<file path="config.mk">
export PLATFORM = sky130hd
export DESIGN_NAME = arx_regs
export DESIGN_NICKNAME = d
export VERILOG_FILES = /design/src/rtl/arx_pkg.sv /design/src/rtl/arx_regs.sv
export SDC_FILE = /design/constraint.sdc
export NUM_CORES = 1
export LEC_CHECK = 0
export ABC_AREA = 1
export BUFFER_PORTS_ARGS = -buffer_cell sky130_fd_sc_hd__buf_2
export CORE_ASPECT_RATIO = 0.6
export CORE_MARGIN = 1.5
export CORE_UTILIZATION = 40
export DETAILED_ROUTE_END_ITERATION = 7
export GPL_ROUTABILITY_DRIVEN = 1
export PLACE_DENSITY = 0.64
export SLEW_MARGIN = 20
export SYNTH_ARGS = -nofsm -noshare
export SYNTH_HDL_FRONTEND = slang
export SYNTH_SLANG_ARGS = --single-unit
</file>
<file path="constraint.sdc">
create_clock -name clk_in -period 3.95 [get_ports clk_in]
set_clock_uncertainty 0.2 [all_clocks]
set_input_delay 0.1975 -clock clk_in [delete_from_list [all_inputs] [get_ports clk_in]]
set_output_delay 0.1975 -clock clk_in [all_outputs]
set_load 0.01 [all_outputs]
</file>
<file path="src/rtl/arx_pkg.sv">
// arx_pkg: register map, field positions and reset values of the converter result block
// assumes a 32-bit AXI4-Lite master and one clock domain
package arx_pkg;

    localparam int unsigned AXI_AW = 6;

    // ************************************************************
    // register byte offsets
    // ************************************************************
    localparam logic [5:0] OFS_AE_LOW   = 6'h00;
    localparam logic [5:0] OFS_AE_HIGH  = 6'h04;
    localparam logic [5:0] OFS_RESULT   = 6'h08;
    localparam logic [5:0] OFS_XFER_MOD = 6'h0C;
    localparam logic [5:0] OFS_XFER_CNT = 6'h10;
    localparam logic [5:0] OFS_XFER_SA  = 6'h14;
    localparam logic [5:0] OFS_FORMAT   = 6'h18;
    localparam logic [5:0] OFS_IRQ_STAT = 6'h1C;
    localparam logic [5:0] OFS_IRQ_MASK = 6'h20;

    // ************************************************************
    // fields
    // ************************************************************
    localparam logic [7:0]  AE_HIGH_MASK  = 8'hF0;
    localparam int unsigned MODE_TB_BIT   = 3;
    localparam int unsigned MODE_CT_BIT   = 2;
    localparam int unsigned MODE_B1_BIT   = 1;
    localparam int unsigned MODE_FE_BIT   = 0;
    localparam logic [7:0]  MODE_WR_MASK  = 8'h0D;
    localparam logic [15:0] SA_WR_MASK    = 16'hFFFE;
    localparam int unsigned RES_W         = 10;
    localparam int unsigned LJ_PAD        = 6;
    localparam logic [7:0]  RESET_8       = 8'h00;
    localparam logic [15:0] RESET_16      = 16'h0000;
    localparam logic [7:0]  CNT_ONE       = 8'h01;
    localparam logic [7:0]  CNT_ZERO      = 8'h00;

    // interrupt status bits
    localparam int unsigned IRQ_W         = 2;
    localparam int unsigned IRQ_DONE_BIT  = 0;
    localparam int unsigned IRQ_BLOCK_BIT = 1;

    localparam logic [1:0] RESP_OKAY   = 2'h0;
    localparam logic [1:0] RESP_SLVERR = 2'h2;

    typedef enum logic [1:0] {
        ARX_IDLE  = 2'b00,
        ARX_BLK1  = 2'b01,
        ARX_BLK2  = 2'b11
    } arx_xfer_state_t;

    typedef struct packed {
        logic              valid;
        logic [RES_W-1:0]  data;
    } arx_sample_t;

endpackage

</file>
<file path="src/rtl/arx_regs.sv">
// arx_regs: analog enables, result formatting and transfer-mode control behind AXI4-Lite
// assumes conversion results arrive as one-cycle strobes on clk_in; one clock, async reset
`timescale 1ns/1ps
`default_nettype none
module arx_regs (
    input  wire logic                        clk_in,
    input  wire logic                        rst_in,
    input  wire logic [arx_pkg::AXI_AW-1:0]  s_axi_awaddr_in,
    input  wire logic                        s_axi_awvalid_in,
    output logic                             s_axi_awready_out,
    input  wire logic [31:0]                 s_axi_wdata_in,
    input  wire logic [3:0]                  s_axi_wstrb_in,
    input  wire logic                        s_axi_wvalid_in,
    output logic                             s_axi_wready_out,
    output logic [1:0]                       s_axi_bresp_out,
    output logic                             s_axi_bvalid_out,
    input  wire logic                        s_axi_bready_in,
    input  wire logic [arx_pkg::AXI_AW-1:0]  s_axi_araddr_in,
    input  wire logic                        s_axi_arvalid_in,
    output logic                             s_axi_arready_out,
    output logic [31:0]                      s_axi_rdata_out,
    output logic [1:0]                       s_axi_rresp_out,
    output logic                             s_axi_rvalid_out,
    input  wire logic                        s_axi_rready_in,
    input  wire arx_pkg::arx_sample_t        sample_in,
    output logic [15:0]                      analog_pin_enable_out,
    output logic                             xfer_write_out,
    output logic [15:0]                      xfer_addr_out,
    output logic                             xfer_active_out,
    output logic                             irq_out
);

    // ************************************************************
    // write channel capture
    // ************************************************************
    logic                       aw_hold_q;
    logic [arx_pkg::AXI_AW-1:0] aw_addr_q;
    logic                       w_hold_q;
    logic [31:0]                w_data_q;
    logic [3:0]                 w_strb_q;
    logic                       bvalid_q;
    logic [1:0]                 bresp_q;
    logic                       wr_go;

    assign s_axi_awready_out = !aw_hold_q && !bvalid_q;
    assign s_axi_wready_out  = !w_hold_q && !bvalid_q;
    assign wr_go             = aw_hold_q && w_hold_q && !bvalid_q;
    assign s_axi_bvalid_out  = bvalid_q;
    assign s_axi_bresp_out   = bresp_q;

    always_ff @(posedge clk_in or posedge rst_in)
    begin
        if (rst_in)
        begin
            aw_hold_q <= 1'b0;
            aw_addr_q <= '0;
        end
        else if (s_axi_awvalid_in && s_axi_awready_out)
        begin
            aw_hold_q <= 1'b1;
            aw_addr_q <= s_axi_awaddr_in;
        end
        else if (wr_go)
        begin
            aw_hold_q <= 1'b0;
        end
    end

    always_ff @(posedge clk_in or posedge rst_in)
    begin
        if (rst_in)
        begin
            w_hold_q <= 1'b0;
            w_data_q <= '0;
            w_strb_q <= '0;
        end
        else if (s_axi_wvalid_in && s_axi_wready_out)
        begin
            w_hold_q <= 1'b1;
            w_data_q <= s_axi_wdata_in;
            w_strb_q <= s_axi_wstrb_in;
        end
        else if (wr_go)
        begin
            w_hold_q <= 1'b0;
        end
    end

    // write decode; byte lane 0 carries all 8-bit registers
    logic wr_lo;
    logic wr_hi;
    logic known_wr;
    assign wr_lo = wr_go && w_strb_q[0];
    assign wr_hi = wr_go && w_strb_q[1];

    always_comb
    begin
        unique case (aw_addr_q)
            arx_pkg::OFS_AE_LOW, arx_pkg::OFS_AE_HIGH, arx_pkg::OFS_RESULT,
            arx_pkg::OFS_XFER_MOD, arx_pkg::OFS_XFER_CNT, arx_pkg::OFS_XFER_SA,
            arx_pkg::OFS_FORMAT, arx_pkg::OFS_IRQ_STAT, arx_pkg::OFS_IRQ_MASK:
                known_wr = 1'b1;
            default:
                known_wr = 1'b0;
        endcase
    end

    always_ff @(posedge clk_in or posedge rst_in)
    begin
        if (rst_in)
        begin
            bvalid_q <= 1'b0;
            bresp_q  <= arx_pkg::RESP_OKAY;
        end
        else if (wr_go)
        begin
            bvalid_q <= 1'b1;
            bresp_q  <= known_wr ? arx_pkg::RESP_OKAY : arx_pkg::RESP_SLVERR;
        end
        else if (s_axi_bready_in)
        begin
            bvalid_q <= 1'b0;
        end
    end

    // ************************************************************
    // software registers
    // ************************************************************
    logic [7:0]  ae_low_q;
    logic [7:0]  ae_high_q;
    logic [7:0]  mode_q;
    logic [7:0]  count_q;
    logic [15:0] sa_q;
    logic        format_q;
    logic [arx_pkg::IRQ_W-1:0] irq_mask_q;
    logic        sa_wr;

    assign sa_wr = wr_lo && aw_addr_q == arx_pkg::OFS_XFER_SA;

    always_ff @(posedge clk_in or posedge rst_in)
    begin
        if (rst_in)
        begin
            ae_low_q   <= arx_pkg::RESET_8;
            ae_high_q  <= arx_pkg::RESET_8;
            mode_q     <= arx_pkg::RESET_8;
            count_q    <= arx_pkg::RESET_8;
            sa_q       <= arx_pkg::RESET_16;
            format_q   <= 1'b0;
            irq_mask_q <= '0;
        end
        else if (wr_lo)
        begin
            unique case (aw_addr_q)
                arx_pkg::OFS_AE_LOW:   ae_low_q  <= w_data_q[7:0];
                arx_pkg::OFS_AE_HIGH:  ae_high_q <= w_data_q[7:0] & arx_pkg::AE_HIGH_MASK;
                arx_pkg::OFS_XFER_MOD: mode_q    <= w_data_q[7:0] & arx_pkg::MODE_WR_MASK;
                arx_pkg::OFS_XFER_CNT: count_q   <= w_data_q[7:0];
                arx_pkg::OFS_XFER_SA:
                begin
                    sa_q[7:0] <= w_data_q[7:0] & arx_pkg::SA_WR_MASK[7:0];
                    if (wr_hi)
                    begin
                        sa_q[15:8] <= w_data_q[15:8];
                    end
                end
                arx_pkg::OFS_FORMAT:   format_q   <= w_data_q[0];
                arx_pkg::OFS_IRQ_MASK: irq_mask_q <= w_data_q[arx_pkg::IRQ_W-1:0];
                default:
                begin
                end
            endcase
        end
    end

    // enables drive the pin switches; the logic holds unbuilt channels 11 to 8 at zero
    assign analog_pin_enable_out = {ae_high_q[7:4], 4'h0, ae_low_q};

    // ************************************************************
    // transfer controller
    // ************************************************************
    arx_pkg::arx_xfer_state_t state_q;
    logic [7:0]  left_q;
    logic [15:0] ptr_q;
    logic        filled_b1_q;
    logic        done_seen_q;
    logic [9:0]  result_q;
    logic        blk_done;
    logic        active;
    logic        wr_addr_q;

    assign active   = state_q != arx_pkg::ARX_IDLE;
    assign blk_done = active && sample_in.valid && left_q == arx_pkg::CNT_ONE;

    always_ff @(posedge clk_in or posedge rst_in)
    begin
        if (rst_in)
        begin
            result_q <= '0;
        end
        else if (sample_in.valid)
        begin
            result_q <= sample_in.data;
        end
    end

    always_ff @(posedge clk_in or posedge rst_in)
    begin
        if (rst_in)
        begin
            state_q     <= arx_pkg::ARX_IDLE;
            left_q      <= arx_pkg::CNT_ZERO;
            ptr_q       <= arx_pkg::RESET_16;
            filled_b1_q <= 1'b0;
            done_seen_q <= 1'b0;
            wr_addr_q   <= 1'b0;
        end
        else if (sa_wr)
        begin
            // a start address write stops any run and restarts at block one, or goes idle if the count is zero
            state_q     <= (count_q == arx_pkg::CNT_ZERO) ? arx_pkg::ARX_IDLE
                                                          : arx_pkg::ARX_BLK1;
            left_q      <= count_q;
            ptr_q       <= {w_data_q[15:1], 1'b0};
            done_seen_q <= 1'b0;
            wr_addr_q   <= 1'b0;
        end
        else if (active && count_q == arx_pkg::CNT_ZERO)
        begin
            state_q <= arx_pkg::ARX_IDLE;
        end
        else if (active && sample_in.valid)
        begin
            ptr_q     <= ptr_q + 16'h0002;
            wr_addr_q <= 1'b1;
            if (blk_done)
            begin
                done_seen_q <= 1'b1;
                left_q      <= count_q;
                if (state_q == arx_pkg::ARX_BLK1 && mode_q[arx_pkg::MODE_TB_BIT])
                begin
                    state_q     <= arx_pkg::ARX_BLK2;
                    filled_b1_q <= 1'b1;
                end
                else
                begin
                    filled_b1_q <= 1'b0;
                    if (mode_q[arx_pkg::MODE_CT_BIT])
                    begin
                        state_q <= arx_pkg::ARX_BLK1;
                        ptr_q   <= sa_q;
                    end
                    else
                    begin
                        state_q <= arx_pkg::ARX_IDLE;
                    end
                end
            end
            else
            begin
                left_q <= left_q - arx_pkg::CNT_ONE;
            end
        end
        else if (state_q == arx_pkg::ARX_BLK1 && left_q == count_q && wr_addr_q
                 && !mode_q[arx_pkg::MODE_CT_BIT] && done_seen_q)
        begin
            // continuous cleared while waiting to restart: halt at the block boundary
            state_q <= arx_pkg::ARX_IDLE;
        end
    end

    // fetch bit is stored only; it has no effect here
    assign xfer_active_out = active;

    always_ff @(posedge clk_in or posedge rst_in)
    begin
        if (rst_in)
        begin
            xfer_write_out <= 1'b0;
            xfer_addr_out  <= arx_pkg::RESET_16;
        end
        else
        begin
            xfer_write_out <= active && sample_in.valid && !sa_wr;
            xfer_addr_out  <= ptr_q;
        end
    end

    // ************************************************************
    // interrupts
    // ************************************************************
    logic [arx_pkg::IRQ_W-1:0] irq_stat_q;
    logic [arx_pkg::IRQ_W-1:0] irq_set;
    logic [arx_pkg::IRQ_W-1:0] irq_clr;

    assign irq_set = {blk_done, sample_in.valid};
    assign irq_clr = (wr_lo && aw_addr_q == arx_pkg::OFS_IRQ_STAT)
                   ? w_data_q[arx_pkg::IRQ_W-1:0] : '0;

    always_ff @(posedge clk_in or posedge rst_in)
    begin
        if (rst_in)
        begin
            irq_stat_q <= '0;
        end
        else
        begin
            // set wins over a same-cycle clear
            irq_stat_q <= (irq_stat_q & ~irq_clr) | irq_set;
        end
    end

    assign irq_out = |(irq_stat_q & irq_mask_q);

    // ************************************************************
    // read channel
    // ************************************************************
    logic        rvalid_q;
    logic [31:0] rdata_q;
    logic [1:0]  rresp_q;
    logic [15:0] fmt_result;
    logic [7:0]  mode_rd;

    assign s_axi_arready_out = !rvalid_q;
    assign s_axi_rvalid_out  = rvalid_q;
    assign s_axi_rdata_out   = rdata_q;
    assign s_axi_rresp_out   = rresp_q;

    always_comb
    begin
        if (format_q)
        begin
            // offset binary to two's complement: flip the msb
            fmt_result = {~result_q[arx_pkg::RES_W-1], result_q[arx_pkg::RES_W-2:0],
                          {arx_pkg::LJ_PAD{1'b0}}};
        end
        else
        begin
            fmt_result = {{arx_pkg::LJ_PAD{1'b0}}, result_q};
        end
        mode_rd = mode_q;
        mode_rd[arx_pkg::MODE_B1_BIT] = filled_b1_q && done_seen_q
                                        && mode_q[arx_pkg::MODE_TB_BIT];
    end

    always_ff @(posedge clk_in or posedge rst_in)
    begin
        if (rst_in)
        begin
            rvalid_q <= 1'b0;
            rdata_q  <= '0;
            rresp_q  <= arx_pkg::RESP_OKAY;
        end
        else if (s_axi_arvalid_in && s_axi_arready_out)
        begin
            rvalid_q <= 1'b1;
            rresp_q  <= arx_pkg::RESP_OKAY;
            unique case (s_axi_araddr_in)
                arx_pkg::OFS_AE_LOW:   rdata_q <= {24'h000000, ae_low_q};
                arx_pkg::OFS_AE_HIGH:  rdata_q <= {24'h000000, ae_high_q};
                arx_pkg::OFS_RESULT:   rdata_q <= {16'h0000, fmt_result};
                arx_pkg::OFS_XFER_MOD: rdata_q <= {24'h000000, mode_rd};
                arx_pkg::OFS_XFER_CNT: rdata_q <= {24'h000000, count_q};
                arx_pkg::OFS_XFER_SA:  rdata_q <= {16'h0000, sa_q};
                arx_pkg::OFS_FORMAT:   rdata_q <= {31'h00000000, format_q};
                arx_pkg::OFS_IRQ_STAT: rdata_q <= {30'h00000000, irq_stat_q};
                arx_pkg::OFS_IRQ_MASK: rdata_q <= {30'h00000000, irq_mask_q};
                default:
                begin
                    rdata_q <= '0;
                    rresp_q <= arx_pkg::RESP_SLVERR;
                end
            endcase
        end
        else if (s_axi_rready_in)
        begin
            rvalid_q <= 1'b0;
        end
    end

endmodule
`default_nettype wire

</file>
==> results.sh <==
export IMPL_synth_compound_area_share_pct=8.553
export IMPL_placement_setup_worst_slack_ns=1.658
export IMPL_placement_io_buffers=100
export IMPL_layout_setup_ws_ns=1.624
export IMPL_asyncSetResetFlopFracSynth_pct=100.0
export IMPL_floorplan_die_area_mm2=0.01887
export IMPL_first_pass_iters=5
export IMPL_placeableCoreArea_mm2=0.01741
export IMPL_final_period_minus_worst_setup_slack_ns=2.326
export IMPL_timing_critical_path_cells="inv_1 > ha_1 > nand3_1 > nor2_4 > nand4_1 > nor2_1 > nor2_1 > nand2_1 > nand2_1"
export IMPL_final_report_hold_violation_count=0
export IMPL_tritoncts_clock_tree="yes"
export IMPL_tns_ns=0
export IMPL_final_area_mm2=0.008810
export IMPL_worstSetupEndpointType="register"
export IMPL_worst_slew_margin_rel_pct=38.68
export IMPL_final_net_count=1092
export IMPL_postCtsSetupBuffers=0
export IMPL_timing_worst_slew_pin_value_ns=0.9198
export IMPL_timing_critical_path_arrival_ns=2.44
export IMPL_setup_viols_final=0
export IMPL_global_route_overflow_total=0
export IMPL_synth_lib_cells_used_distinct=38
export IMPL_dpl_hpwl_um=14550
export IMPL_peak_supply_drop_mv=0.2911
export IMPL_grt_usage_pct=22.79
export IMPL_synth_simple_gate_area_share_pct=28.90
export IMPL_fillers=1665
export IMPL_postSynthAreaPerCell_um2=8.168
export IMPL_starting_density_of_the_core_pct=41.43
export IMPL_power_density_mw_per_mm2=635.0
export IMPL_ys_warn_count=0
export IMPL_drive_gt1_share_pct=18.05
export IMPL_main_combinational_cell_family_by_area_after_synthesis="simple AND/OR/NAND/NOR gates"
export IMPL_mostFrequentLayoutCells="nand2_1 (280), dfrtp_1 (143), buf_2 (100)"
export IMPL_critical_path_slowest_cell="nand4_1"
export IMPL_pin_count_of_the_biggest_net_entering_global_routing=144
export IMPL_cts_inserted_buffers=17
export IMPL_synthToLayoutAreaGrowth_pct=22.15
export IMPL_total_leakage_power_nw=4.476
export IMPL_synth_seq_cells=143
export IMPL_ys_top_cells_by_area="dfrtp_1 (50%), nand2_1 (15%), o21ai_0 (4.7%), nand3_1 (4.6%), inv_1 (4.4%)"
export IMPL_fp_dieH_um=107.0
export IMPL_cts_num_sinks=143
export IMPL_final_min_period_over_clock_period_pct=58.88
export IMPL_yosys_area_share_adder_pct=0.5205
export IMPL_ioPinCount=142
export IMPL_yosys_area_top_type="dfrtp_1"
export IMPL_clock_latency_ns=0.42
export IMPL_drc_errors_left=0
export IMPL_worst_path_largest_cell_delay_ns=0.59
export IMPL_setup_worst_path_start_class="register"
export IMPL_placement_row_count=37
export IMPL_category_of_the_most_critical_setup_path="reg2reg"
export IMPL_maxSlewViolCount=0
export IMPL_postRouteWirelength_um=20200
export IMPL_yosys_area_share_xor_xnor_pct=1.336
export IMPL_ff_latch_area_mm2=0.003578
export IMPL_htree_num_levels=4
export IMPL_antennaDiodeCount=0
export IMPL_worstPathMaxFanout=13
export IMPL_maximum_operating_frequency_ghz=0.4300
export IMPL_antenna_violating_nets_remaining=0
export IMPL_route_vias_total=6342
export IMPL_rsz0062_at_grt="false"
export IMPL_status="completed"
export IMPL_clk_pin_slew_worst_paths_ns=0.06
export IMPL_place_gp_congestion=0.8699
export IMPL_grt_first_pass_wirelength_um=32590
export IMPL_max_clock_path_buffers=2
export IMPL_worst_ep_required_time_ns=4.06
export IMPL_synth_mux_area_fraction_pct=2.030
export IMPL_seq_area_frac_synth_pct=49.62
export IMPL_number_of_enable_type_register_cells_in_the_synthesized_netlist=0
export IMPL_cts_root_buffer="clkbuf_16"
export IMPL_dieWidth_um=176.4
export IMPL_drt_iter0_drc=433
export IMPL_max_cap_violations=0
export IMPL_routed_wire_length_per_instance_um=15.90
export IMPL_detail_route_vias_per_cell=4.994
export IMPL_layout_cells_most_common="nand2_1"
export IMPL_area_of_the_multi_input_gates_mm2=0.003068
export IMPL_postSynth_topFlopCell="dfrtp_1"
export IMPL_grt_antenna_before_repair=1
export IMPL_post_dp_cell_area_mm2=0.007814
export IMPL_hold_path_class="in2reg"
export IMPL_synthesized_area_mm2=0.007212
export IMPL_netlist_area_leader_share_pct=49.62
export IMPL_number_of_standard_cells_after_synthesis=883
export IMPL_vias_in_the_first_global_route=6063
[cell families after synthesis]
| logic type | Yosys count |
|---|---|
| AND/OR/NAND/NOR | 462 |
| flip-flops | 143 |
| buffers and inverters | 133 |
| AO/OA/AOI/OAI | 117 |
| multiplexers | 13 |
| XOR/XNOR | 11 |
| adder cells (fa/ha/maj) | 3 |
| other | 1 |
[path summary, 6_finish.rpt]
kind / from / end / slack (ns) / cells after the start
worst min register to register: ptr_q[15]$_DFFE_PP0P_ / xfer_addr_out[15]$_DFF_PP0_ / 0.21 / 0
min in group asynchronous: rst_in / s_axi_rdata_out[0]$_DFFE_PP0P_ / 0.23 / 4
worst min-delay path: sample_in[10] / result_q[5]$_DFFE_PP0P_ / 0.02 / 3
worst max register to register: left_q[1]$_DFFE_PP0P_ / ptr_q[15]$_DFFE_PP0P_ / 1.62 / 9
worst max-delay path: left_q[1]$_DFFE_PP0P_ / ptr_q[15]$_DFFE_PP0P_ / 1.62 / 9
max in group asynchronous: rst_in / mode_q[3]$_DFFE_PP0P_ / 2.52 / 4
[synthesized netlist by cell type (2+ instances only)]
cell type	number
buf_4	26
a21oi_1	27
nand3_2	2
nand3_1	66
o211ai_1	3
nand3_4	2
a31oi_1	2
clkbuf_1	5
nor2_8	2
o21ai_1	9
inv_1	84
nand2_2	5
dfrtp_1	143
o21ai_0	68
nand2_1	280
ha_1	3
o22ai_1	3
xor2_1	10
buf_2	7
o21ai_2	3
mux2_2	13
nor2_2	6
nor3_1	7
inv_2	4
inv_4	2
nand2_4	5
buf_6	5
nor2_4	6
nor2_1	63
nand4_1	14
[stage by stage]
step | std cells | power (W) | hold slack, ns | util (%)
2_1_floorplan | 905 | 0.003340 | 0.09395 | -
3_3_place_gp | 1198 | 0.003884 | 0.1914 | 44.89
3_5_place_dp | 1198 | 0.003930 | 0.1851 | 44.89
4_1_cts | 1270 | 0.005601 | 0.005927 | 50.61
5_1_grt | 1270 | 0.005989 | 0.01810 | 50.61
6_report | 1270 | 0.005594 | 0.01862 | 50.61
[final cells by class]
cell class	count	area share [%]
clock inverters	14	1.775
well taps	234	3.323
repair buffers	142	10.54
flip-flops and latches	143	40.62
inverters	90	3.934
multi-input cells	629	34.82
clock buffers	18	4.985
[sequential cells by signal, summed over array words and instances (netlist names), 3 cells and up]
register	count
result_q	10
s_axi_rdata_out	16
w_data_q	16
ae_low_q	8
ptr_q	15
xfer_addr_out	15
aw_addr_q	6
count_q	8
mode_q	3
ae_high_q	4
sa_q	15
left_q	8
[where the power goes]
part           switching (W)  internal [W]
combinational        0.00104      0.000616
clock               0.000670      0.000959
sequential          0.000456       0.00186
[metal layers]
| layer | global-route usage, % | share of wire [%] | up-vias |
|---|---|---|---|
| met4 | 4.661 | 1.2 | 2 |
| met5 | 0 | 0.064 | - |
| met2 | 29.89 | 38 | 236 |
| met1 | 36.36 | 53 | 2996 |
| li1 | - | - | 3080 |
| met3 | 6.241 | 8.6 | 28 |
[critical path, delay by kind of cell, from the launching register on]
family	cells	cell delay, ns
fa+ha+maj	1	0.16
buf+inv	1	0.12
flops	1	0.37
simple gates	7	1.37
[repair_timing]
| item | 4_1_cts | 5_1_grt |
|---|---|---|
| resized for setup | 0 | 0 |
| hold buffers | 40 | 0 |
| endpoints found under the hold margin | 179 | 0 |
Note: power is estimated with default switching activity, not from simulation.
